$ cat src/rtl/sgc_defines.vh
// Constants shared by the shading gain calibration block
`ifndef SGC_DEFINES_VH
`define SGC_DEFINES_VH

// Geometry of one line and of the correction files
`define SGC_PIX_N 16
`define SGC_PIX_LAST 4'hF
`define SGC_ENT_N 32
`define SGC_ENT_LAST 5'h1F
`define SGC_DATA_MAX 12'hFFF
`define SGC_ACC_ZERO 19'h00000

// Calibration line count and its averaging shift
`define SGC_LINES 8'h80
`define SGC_AVG_SHIFT 7

// Last step of the 24-bit quotient loop
`define SGC_DIV_LAST 5'h17

// Unity gain in 4.12 fixed point
`define SGC_GAIN_ONE 16'h1000
`define SGC_GAIN_MAX 16'hFFFF

// Register offsets (byte addresses)
`define SGC_REG_CTRL 8'h00
`define SGC_REG_STATUS 8'h04
`define SGC_REG_MODE 8'h08
`define SGC_REG_BULK_CTRL 8'h0C
`define SGC_REG_BULK_DATA 8'h10
`define SGC_REG_DARK 8'h14

// Generate field codes of the calibration control register
`define SGC_GEN_NONE 2'h0
`define SGC_GEN_GAIN 2'h2
`define SGC_GEN_GAIN_DARK 2'h3

// Bulk control command codes and field positions
`define SGC_BULK_NOP 2'h0
`define SGC_BULK_ACTIVATE 2'h1
`define SGC_BULK_COPY 2'h2
`define SGC_BULK_SEL_BIT 4
`define SGC_BULK_IDX_LSB 8
`define SGC_DARK_IDX_LSB 16

// Reset values
`define SGC_MODE_RST 2'h0

`endif

$ cat src/rtl/sgc_calib.v
// Shading gain calibration, correction file handling and pixel correction
//
// Decided for this implementation: the strobed register port and the register addresses.
`timescale 1ns/1ps
`default_nettype none
`include "sgc_defines.vh"

// Summary of operation
// - Gain calibration on raw, uncorrected pixels
// - Optional dark offset subtraction before gain computation
// - Writing generate field starts calibration
// - Collect 128 triggered lines before computing
// - Line and data valid keep toggling
// - No command acknowledged while collecting
// - Average each pixel over 128 lines
// - Gain raises each pixel to brightest average
// - Store gain set into user file
// - New gain set activates user file
// - User or factory file selectable as active
// - Activation copies file into working memory
// - Correction uses working memory gains only, after dark offset subtraction
// - Reload working memory from active file at reset
// - Bulk command copies factory into user file
// - Bulk data reads user or factory file
// - Separate sets for single-line and other modes
// - Factory file never written by host
module sgc_calib (
    input wire clk,
    input wire rstn,
    input wire por_n,
    input wire [7:0] reg_addr,
    input wire [31:0] reg_wdata,
    input wire reg_wr,
    input wire reg_rd,
    output reg [31:0] reg_rdata_r,
    output reg cmd_ack_r,
    input wire external_line_trigger,
    input wire pix_valid,
    input wire [11:0] pix_data,
    output reg line_valid_r,
    output reg data_valid_r,
    output reg [11:0] pix_out_r,
    output reg busy_r
);

localparam ST_IDLE = 6'h01;
localparam ST_LOAD = 6'h02;
localparam ST_COLLECT = 6'h04;
localparam ST_MAX = 6'h08;
localparam ST_DIV = 6'h10;
localparam ST_COPY = 6'h20;

reg [5:0] state_r;
reg [4:0] idx_r;
reg [3:0] pix_idx_r;
reg [7:0] trig_cnt_r;
reg line_armed_r;
reg [11:0] max_r;
reg use_dark_r;
reg [1:0] gen_code_r;
reg active_user_r;
reg single_mode_r;
reg corr_en_r;
reg bulk_factory_r;
reg [4:0] bulk_idx_r;
reg div_start_r;
reg trg_s1_r, trg_s2_r, trg_s3_r, trg_lvl_r;

reg [18:0] acc_mem [0:`SGC_PIX_N-1];
reg [15:0] user_mem [0:`SGC_ENT_N-1];
reg [15:0] work_mem [0:`SGC_ENT_N-1];
reg [11:0] dark_mem [0:`SGC_PIX_N-1];

wire div_done;
wire [23:0] div_quot;
wire [15:0] gain_sat;
wire trig_rise;
wire line_end;
wire collecting;
wire wr_ok;
wire idle_wr;
wire start_cal;
wire bulk_cmd;
wire last_gain;
wire act_user_now;
wire act_sel_now;
wire [11:0] cal_sample;
wire [15:0] bulk_word;
wire [11:0] avg_now;
reg user_we;
reg [4:0] user_wa;
reg [15:0] user_wd;
integer i;

// Factory file is a fixed unity-gain image
function [15:0] factory_val;
    input [4:0] idx;
    begin
        factory_val = `SGC_GAIN_ONE;
    end
endfunction

// Subtract dark offset, clamped at zero
function [11:0] sub_clamp;
    input [11:0] a;
    input [11:0] b;
    begin
        sub_clamp = (a > b) ? (a - b) : 12'h000;
    end
endfunction

// Apply 4.12 gain with saturation
function [11:0] mul_sat;
    input [11:0] a;
    input [15:0] g;
    reg [27:0] p;
    begin
        p = a * g;
        mul_sat = (|p[27:24]) ? `SGC_DATA_MAX : p[23:12];
    end
endfunction

// Trigger pin synchroniser; a level counts once stages two and three agree
always @(posedge clk or negedge rstn) begin
    if (!rstn) begin
        trg_s1_r <= 1'b0;
        trg_s2_r <= 1'b0;
        trg_s3_r <= 1'b0;
        trg_lvl_r <= 1'b0;
    end else begin
        trg_s1_r <= external_line_trigger;
        trg_s2_r <= trg_s1_r;
        trg_s3_r <= trg_s2_r;
        if (trg_s2_r == trg_s3_r) begin
            trg_lvl_r <= trg_s3_r;
        end
    end
end

assign trig_rise = trg_s2_r & trg_s3_r & ~trg_lvl_r;
assign line_end = pix_valid && (pix_idx_r == `SGC_PIX_LAST);
assign collecting = (state_r == ST_COLLECT);
assign wr_ok = reg_wr && !collecting;
assign idle_wr = reg_wr && (state_r == ST_IDLE);
assign start_cal = idle_wr && (reg_addr == `SGC_REG_CTRL) &&
                   (reg_wdata[1] == 1'b1);
assign bulk_cmd = idle_wr && (reg_addr == `SGC_REG_BULK_CTRL);
assign last_gain = (state_r == ST_DIV) && div_done && (idx_r[3:0] == `SGC_PIX_LAST);
assign act_user_now = last_gain;
assign act_sel_now = bulk_cmd && (reg_wdata[1:0] == `SGC_BULK_ACTIVATE);
assign gain_sat = (|div_quot[23:16]) ? `SGC_GAIN_MAX : div_quot[15:0];
assign cal_sample = use_dark_r ? sub_clamp(pix_data, dark_mem[pix_idx_r])
                               : pix_data;
assign avg_now = acc_mem[idx_r[3:0]][18:`SGC_AVG_SHIFT];
assign bulk_word = bulk_factory_r ? factory_val(bulk_idx_r) : user_mem[bulk_idx_r];

// Active file link survives rstn; only power-on clears it
always @(posedge clk or negedge por_n) begin
    if (!por_n) begin
        active_user_r <= 1'b0;
    end else if (act_user_now) begin
        active_user_r <= 1'b1;
    end else if (act_sel_now) begin
        active_user_r <= ~reg_wdata[`SGC_BULK_SEL_BIT];
    end
end

// Main sequencer: load, collect, find maximum, divide, copy
always @(posedge clk or negedge rstn) begin
    if (!rstn) begin
        state_r <= ST_LOAD;
        idx_r <= 5'h00;
        trig_cnt_r <= 8'h00;
        line_armed_r <= 1'b0;
        max_r <= 12'h000;
        use_dark_r <= 1'b0;
        gen_code_r <= `SGC_GEN_NONE;
        div_start_r <= 1'b0;
    end else begin
        div_start_r <= 1'b0;
        case (state_r)
            ST_IDLE: begin
                idx_r <= 5'h00;
                if (start_cal) begin
                    gen_code_r <= reg_wdata[1:0];
                    use_dark_r <= (reg_wdata[1:0] == `SGC_GEN_GAIN_DARK);
                    trig_cnt_r <= 8'h00;
                    line_armed_r <= 1'b0;
                    state_r <= ST_COLLECT;
                end else if (act_sel_now) begin
                    state_r <= ST_LOAD;
                end else if (bulk_cmd && (reg_wdata[1:0] == `SGC_BULK_COPY)) begin
                    state_r <= ST_COPY;
                end
            end
            ST_COLLECT: begin
                if (trig_rise && (trig_cnt_r != `SGC_LINES)) begin
                    trig_cnt_r <= trig_cnt_r + 8'h01;
                    line_armed_r <= 1'b1;
                end else if (line_end) begin
                    line_armed_r <= 1'b0;
                end
                if ((trig_cnt_r == `SGC_LINES) && !line_armed_r) begin
                    max_r <= 12'h000;
                    idx_r <= 5'h00;
                    state_r <= ST_MAX;
                end
            end
            ST_MAX: begin
                if (avg_now > max_r) begin
                    max_r <= avg_now;
                end
                idx_r <= idx_r + 5'h01;
                if (idx_r[3:0] == `SGC_PIX_LAST) begin
                    idx_r <= 5'h00;
                    div_start_r <= 1'b1;
                    state_r <= ST_DIV;
                end
            end
            ST_DIV: begin
                if (div_done) begin
                    idx_r <= idx_r + 5'h01;
                    if (last_gain) begin
                        idx_r <= 5'h00;
                        gen_code_r <= `SGC_GEN_NONE;
                        state_r <= ST_LOAD;
                    end else begin
                        div_start_r <= 1'b1;
                    end
                end
            end
            ST_LOAD, ST_COPY: begin
                idx_r <= idx_r + 5'h01;
                if (idx_r == `SGC_ENT_LAST) begin
                    idx_r <= 5'h00;
                    state_r <= ST_IDLE;
                end
            end
            default: begin
                state_r <= ST_IDLE;
            end
        endcase
    end
end

// User file write port: gain store, factory copy or host upload
always @* begin
    user_we = 1'b0;
    user_wa = bulk_idx_r;
    user_wd = reg_wdata[15:0];
    if ((state_r == ST_DIV) && div_done) begin
        user_we = 1'b1;
        user_wa = {single_mode_r, idx_r[3:0]};
        user_wd = gain_sat;
    end else if (state_r == ST_COPY) begin
        user_we = 1'b1;
        user_wa = idx_r;
        user_wd = factory_val(idx_r);
    end else if (idle_wr && (reg_addr == `SGC_REG_BULK_DATA) && !bulk_factory_r) begin
        user_we = 1'b1;
    end
end

// Storage arrays and accumulators
always @(posedge clk) begin
    if (user_we) begin
        user_mem[user_wa] <= user_wd;
    end
    if (state_r == ST_LOAD) begin
        work_mem[idx_r] <= active_user_r ? user_mem[idx_r] : factory_val(idx_r);
    end
    if (wr_ok && (reg_addr == `SGC_REG_DARK)) begin
        dark_mem[reg_wdata[19:16]] <= reg_wdata[11:0];
    end
    if (start_cal) begin
        for (i = 0; i < `SGC_PIX_N; i = i + 1) begin
            acc_mem[i] <= `SGC_ACC_ZERO;
        end
    end else if (collecting && line_armed_r && pix_valid) begin
        acc_mem[pix_idx_r] <= acc_mem[pix_idx_r] + {7'h00, cal_sample};
    end
end

// Register port, configuration and bulk pointer
always @(posedge clk or negedge rstn) begin
    if (!rstn) begin
        reg_rdata_r <= 32'h00000000;
        cmd_ack_r <= 1'b0;
        single_mode_r <= 1'b0;
        corr_en_r <= 1'b0;
        bulk_factory_r <= 1'b0;
        bulk_idx_r <= 5'h00;
    end else begin
        cmd_ack_r <= (reg_wr || reg_rd) && !collecting;
        reg_rdata_r <= 32'h00000000;
        if (wr_ok && (reg_addr == `SGC_REG_MODE)) begin
            single_mode_r <= reg_wdata[0];
            corr_en_r <= reg_wdata[1];
        end
        if (bulk_cmd) begin
            bulk_factory_r <= reg_wdata[`SGC_BULK_SEL_BIT];
            bulk_idx_r <= reg_wdata[12:8];
        end else if (idle_wr && (reg_addr == `SGC_REG_BULK_DATA)) begin
            bulk_idx_r <= bulk_idx_r + 5'h01;
        end
        if (reg_rd && !collecting) begin
            case (reg_addr)
                `SGC_REG_CTRL: reg_rdata_r <= {30'h00000000, gen_code_r};
                `SGC_REG_STATUS: reg_rdata_r <= {24'h000000, trig_cnt_r[7:0] == `SGC_LINES,
                                                 state_r[5:0], active_user_r};
                `SGC_REG_MODE: reg_rdata_r <= {30'h00000000, corr_en_r, single_mode_r};
                `SGC_REG_BULK_CTRL: reg_rdata_r <= {19'h00000, bulk_idx_r, 3'h0,
                                                    bulk_factory_r, 4'h0};
                `SGC_REG_BULK_DATA: begin
                    reg_rdata_r <= {16'h0000, bulk_word};
                    bulk_idx_r <= bulk_idx_r + 5'h01;
                end
                default: reg_rdata_r <= 32'h00000000;
            endcase
        end
    end
end

// Pixel path: index, qualifiers and correction from working memory
always @(posedge clk or negedge rstn) begin
    if (!rstn) begin
        pix_idx_r <= 4'h0;
        line_valid_r <= 1'b0;
        data_valid_r <= 1'b0;
        pix_out_r <= 12'h000;
        busy_r <= 1'b0;
    end else begin
        busy_r <= (state_r != ST_IDLE);
        if (trig_rise) begin
            pix_idx_r <= 4'h0;
        end else if (pix_valid) begin
            pix_idx_r <= pix_idx_r + 4'h1;
        end
        line_valid_r <= pix_valid;
        data_valid_r <= pix_valid;
        if (collecting) begin
            pix_out_r <= 12'h000;
        end else if (corr_en_r) begin
            pix_out_r <= mul_sat(sub_clamp(pix_data, dark_mem[pix_idx_r]),
                                 work_mem[{single_mode_r, pix_idx_r}]);
        end else begin
            pix_out_r <= pix_data;
        end
    end
end

// Gain = brightest average scaled by 4096 over this pixel's average
sgc_div u_div (
    .clk(clk),
    .rstn(rstn),
    .start(div_start_r),
    .dividend({max_r, 12'h000}),
    .divisor(avg_now),
    .done_r(div_done),
    .quot_r(div_quot)
);

endmodule // sgc_calib

`default_nettype wire

$ cat src/rtl/sgc_div.v
// Iterative restoring divider for gain computation
`timescale 1ns/1ps
`default_nettype none
`include "sgc_defines.vh"

module sgc_div (
    input wire clk,
    input wire rstn,
    input wire start,
    input wire [23:0] dividend,
    input wire [11:0] divisor,
    output reg done_r,
    output reg [23:0] quot_r
);

reg run_r;
reg [4:0] cnt_r;
reg [11:0] rem_r;
reg [11:0] dsr_r;
reg [23:0] dvd_r;
wire [12:0] shifted;
wire ge;
wire [12:0] diff;

// One quotient bit per cycle
assign shifted = {rem_r, dvd_r[23]};
assign ge = (shifted >= {1'b0, dsr_r});
assign diff = shifted - {1'b0, dsr_r};

// Division sequencer; a zero divisor yields all ones
always @(posedge clk or negedge rstn) begin
    if (!rstn) begin
        run_r <= 1'b0;
        cnt_r <= 5'h00;
        rem_r <= 12'h000;
        dsr_r <= 12'h000;
        dvd_r <= 24'h000000;
        done_r <= 1'b0;
        quot_r <= 24'h000000;
    end else begin
        done_r <= 1'b0;
        if (start) begin
            run_r <= 1'b1;
            cnt_r <= 5'h00;
            rem_r <= 12'h000;
            dsr_r <= divisor;
            dvd_r <= dividend;
        end else if (run_r) begin
            rem_r <= ge ? diff[11:0] : shifted[11:0];
            dvd_r <= {dvd_r[22:0], ge};
            cnt_r <= cnt_r + 5'h01;
            if (cnt_r == `SGC_DIV_LAST) begin
                run_r <= 1'b0;
                done_r <= 1'b1;
                quot_r <= {dvd_r[22:0], ge};
            end
        end
    end
end

endmodule // sgc_div

`default_nettype wire

$ cat config.mk
export PLATFORM = sky130hd
export DESIGN_NAME = sgc_calib
export DESIGN_NICKNAME = d
export VERILOG_FILES = /design/src/rtl/sgc_calib.v /design/src/rtl/sgc_div.v
export VERILOG_INCLUDE_DIRS = /design/src /design/src/rtl
export SDC_FILE = /design/constraint.sdc
export NUM_CORES = 2
export LEC_CHECK = 0
export BUFFER_PORTS_ARGS = -buffer_cell sky130_fd_sc_hd__buf_2
export CORE_AREA = 10 10 471 473
export DETAILED_ROUTE_END_ITERATION = 10
export DIE_AREA = 0 0 481 483
export PLACE_DENSITY = 0.57
export SETUP_SLACK_MARGIN = 0.05
export SLEW_MARGIN = 20
export SYNTH_ARGS = -nofsm -noshare
export SYNTH_HDL_FRONTEND = slang
export SYNTH_SLANG_ARGS = --single-unit
$ cat constraint.sdc
create_clock -name clk -period 26.6 [get_ports clk]
set_clock_uncertainty 0.1 [all_clocks]
set_input_delay 2.66 -clock clk [delete_from_list [all_inputs] [get_ports clk]]
set_output_delay 2.66 -clock clk [all_outputs]
set_load 0.01 [all_outputs]
==> impl_metrics.json <==
{
  "worst_pin_slew_ns": 1.175,
  "seq_area_frac_synth_pct": 61.97,
  "grt_usage_pct": 18.93,
  "rsz0062_at_grt": "false",
  "fmax_ghz": 0.08898,
  "yosysMostFrequentCell": "edfxtp_1",
  "grt_max_degree": 128,
  "drc_errors": 0,
  "syn2layout_area_growth_pct": 12.80,
  "cpMaxStageDelayCell": "dfrtp_4",
  "path_class": "reg2reg",
  "synthAdderAreaFrac_pct": 5.492,
  "fin_crit_sh_pct": 42.25,
  "synth_cells": 4789,
  "cp_data_arrival_time_ns": 11.80,
  "endpoint_kind": "register",
  "grt_antenna_before_repair": 2,
  "numPortBuffers": 78,
  "first_pass_iters": 6,
  "synth_top_family_by_area": "multiplexers",
  "ios": 107,
  "synth.area.top_cells": "edfxtp_1 57%, mux4_2 18%, dfrtp_1 5.1%",
  "cts_made_buffers": 176,
  "yosysTopAreaCell": "edfxtp_1",
  "ys_seq_elements": 1683,
  "drt-initial-drc-count": 4464,
  "cts.sinks": 1683,
  "clock_path_buffers": 3,
  "ys_warn_count": 0,
  "dieWidth_um": 481,
  "routed-via-count": 44900,
  "ant_nets": 0,
  "multi_input_area_sq_um": 28760,
  "start_kind": "register",
  "async_flop_share_pct": 9.685,
  "synth_compound_area_share_pct": 3.162,
  "clk_latency_ns": 0.84,
  "final_max_slew_viol_count": 0,
  "hold_class": "reg2reg",
  "viasPerCell": 5.684,
  "ys.flop_type": "edfxtp_1",
  "synth-xor-area-share_pct": 0.6502,
  "holdBufCountCts": 0,
  "hold_violations": 0,
  "synth_area_sq_um": 80240,
  "status": "finished clean",
  "drv_cap": 0,
  "yosysTopAreaCellShare_pct": 56.88,
  "start_util_pct": 37.91,
  "globalplace.congestion": 0.8416,
  "post_cts_buffers": 0,
  "synth_cell_types": 81,
  "drive_gt1_share_pct": 27.88,
  "syn_area_per_cell_sq_um": 16.76,
  "grt_overflow": 0,
  "core_area_sq_um": 211700,
  "slowest_delay_ns": 0.72,
  "rows": 169,
  "crit_fanout": 30,
  "htreeDepth": 4,
  "dp_hpwl_mm": 139.4,
  "cts_root_buffer": "clkbuf_16",
  "crit_required_ns": 27.16,
  "seqCellArea_sq_um": 49760,
  "synth-edff-count": 1520,
  "first_global_vias": 46430,
  "synthMuxAreaShare_pct": 20.02,
  "wl_per_cell_um": 28.39,
  "cts_tree": "yes",
  "min_period_ns": 11.24,
  "path_clk_slew_ns": 0.06,
  "fill_cells": 18660,
  "wl_mm": 224.2,
  "fin_setup_tns_ns": 0,
  "dieArea_sq_um": 232300,
  "die_h_um": 483,
  "cts-resized-gates": 0,
  "grt_pass1_wl_mm": 325.4,
  "synth_simple_gate_area_share_pct": 5.746,
  "synth_commonest_cells": "1,520 x edfxtp_1, 649 x mux4_2, 495 x nor2_1",
  "setup_violations": 0,
  "slew_headroom_pct": 21.38,
  "fin_nets": 5254
}
-- metal layers --
metal	share of wire (%)	up-vias	GRT usage, %
li1	-	18890	-
met1	40	23970	24.97
met2	50	1669	31.79
met3	6.6	371	3.380
met4	3.2	2	5.929
met5	0.0058	-	0
-- metrics by stage --
step / utilization [%] / hold slack [ns] / area [sq um] / instances / worst slack (ns)
floorplan: - / 0.2312 / 80300 / 4804 / 16.32
CTS: 42.74 / 0.2575 / 90470 / 7897 / 14.98
detailed placement: 40.07 / 0.2441 / 84820 / 7571 / 14.75
finish: 42.76 / 0.2590 / 90510 / 7899 / 15.36
global placement: 40.04 / 0.2482 / 84740 / 7571 / 14.67
global route: 42.76 / 0.2668 / 90510 / 7897 / 14.50
-- final timing paths --
check                      slack, ns            end  depth (start not counted)          from
max                            15.36   pix_out_r[0]                         36  pix_idx_r[0]
min                             0.26       trg_s2_r                          0      trg_s1_r
max reg2reg                    15.36   pix_out_r[0]                         36  pix_idx_r[0]
min reg2reg                     0.26       trg_s2_r                          0      trg_s1_r
max in group asynchronous      22.56    u_div.run_r                          3          rstn
min in group asynchronous       1.51  active_user_r                          1         por_n
-- final cells by class --
class,instances,area share [%]
clock inverters,88,0.9607
flip-flops and latches,1683,54.98
multi-input cells,2549,31.77
repair buffers,266,2.057
inverters,252,1.045
well taps,2821,3.900
diodes,2,0.005529
clock buffers,238,5.283
-- registers in the layout (all words and copies together) (netlist names), 16 cells and up --
name and count:
u_div.quot_r 24, reg_rdata_r 16, u_div.dvd_r 24, dark_mem 192, user_mem 512, work_mem 512
acc_mem 304
-- worst max-delay path, delay by kind of cell (launching register included) --
family / cells / cell delay, ns
fa+ha+maj: 7 / 2.83
compound gates: 15 / 3.41
mux: 2 / 1.11
simple gates: 6 / 1.95
buf+inv: 6 / 0.92
flops: 1 / 0.72
-- cells in the final DEF (no fill, tap or decap), drive strengths merged, types with 75 or more instances in the layout --
cell type and count:
inv 257, nor2 495, a21oi 81, fa 142, dfrtp 162, ha 125
nand2 278, edfxtp 1520, clkbuf 238, o21ai 89, buf 266, mux2 75
mux4 651
-- logic make-up after synthesis --
kind of cell / count (synthesis)
compound gates: 374
xor+xnor: 57
fa+ha+maj: 267
buf+inv: 572
flops: 1683
mux: 781
other cells: 1
simple gates: 1054
Power is not shown: default switching activity piles up to over one toggle a cycle in this logic, so the estimate is an artifact.
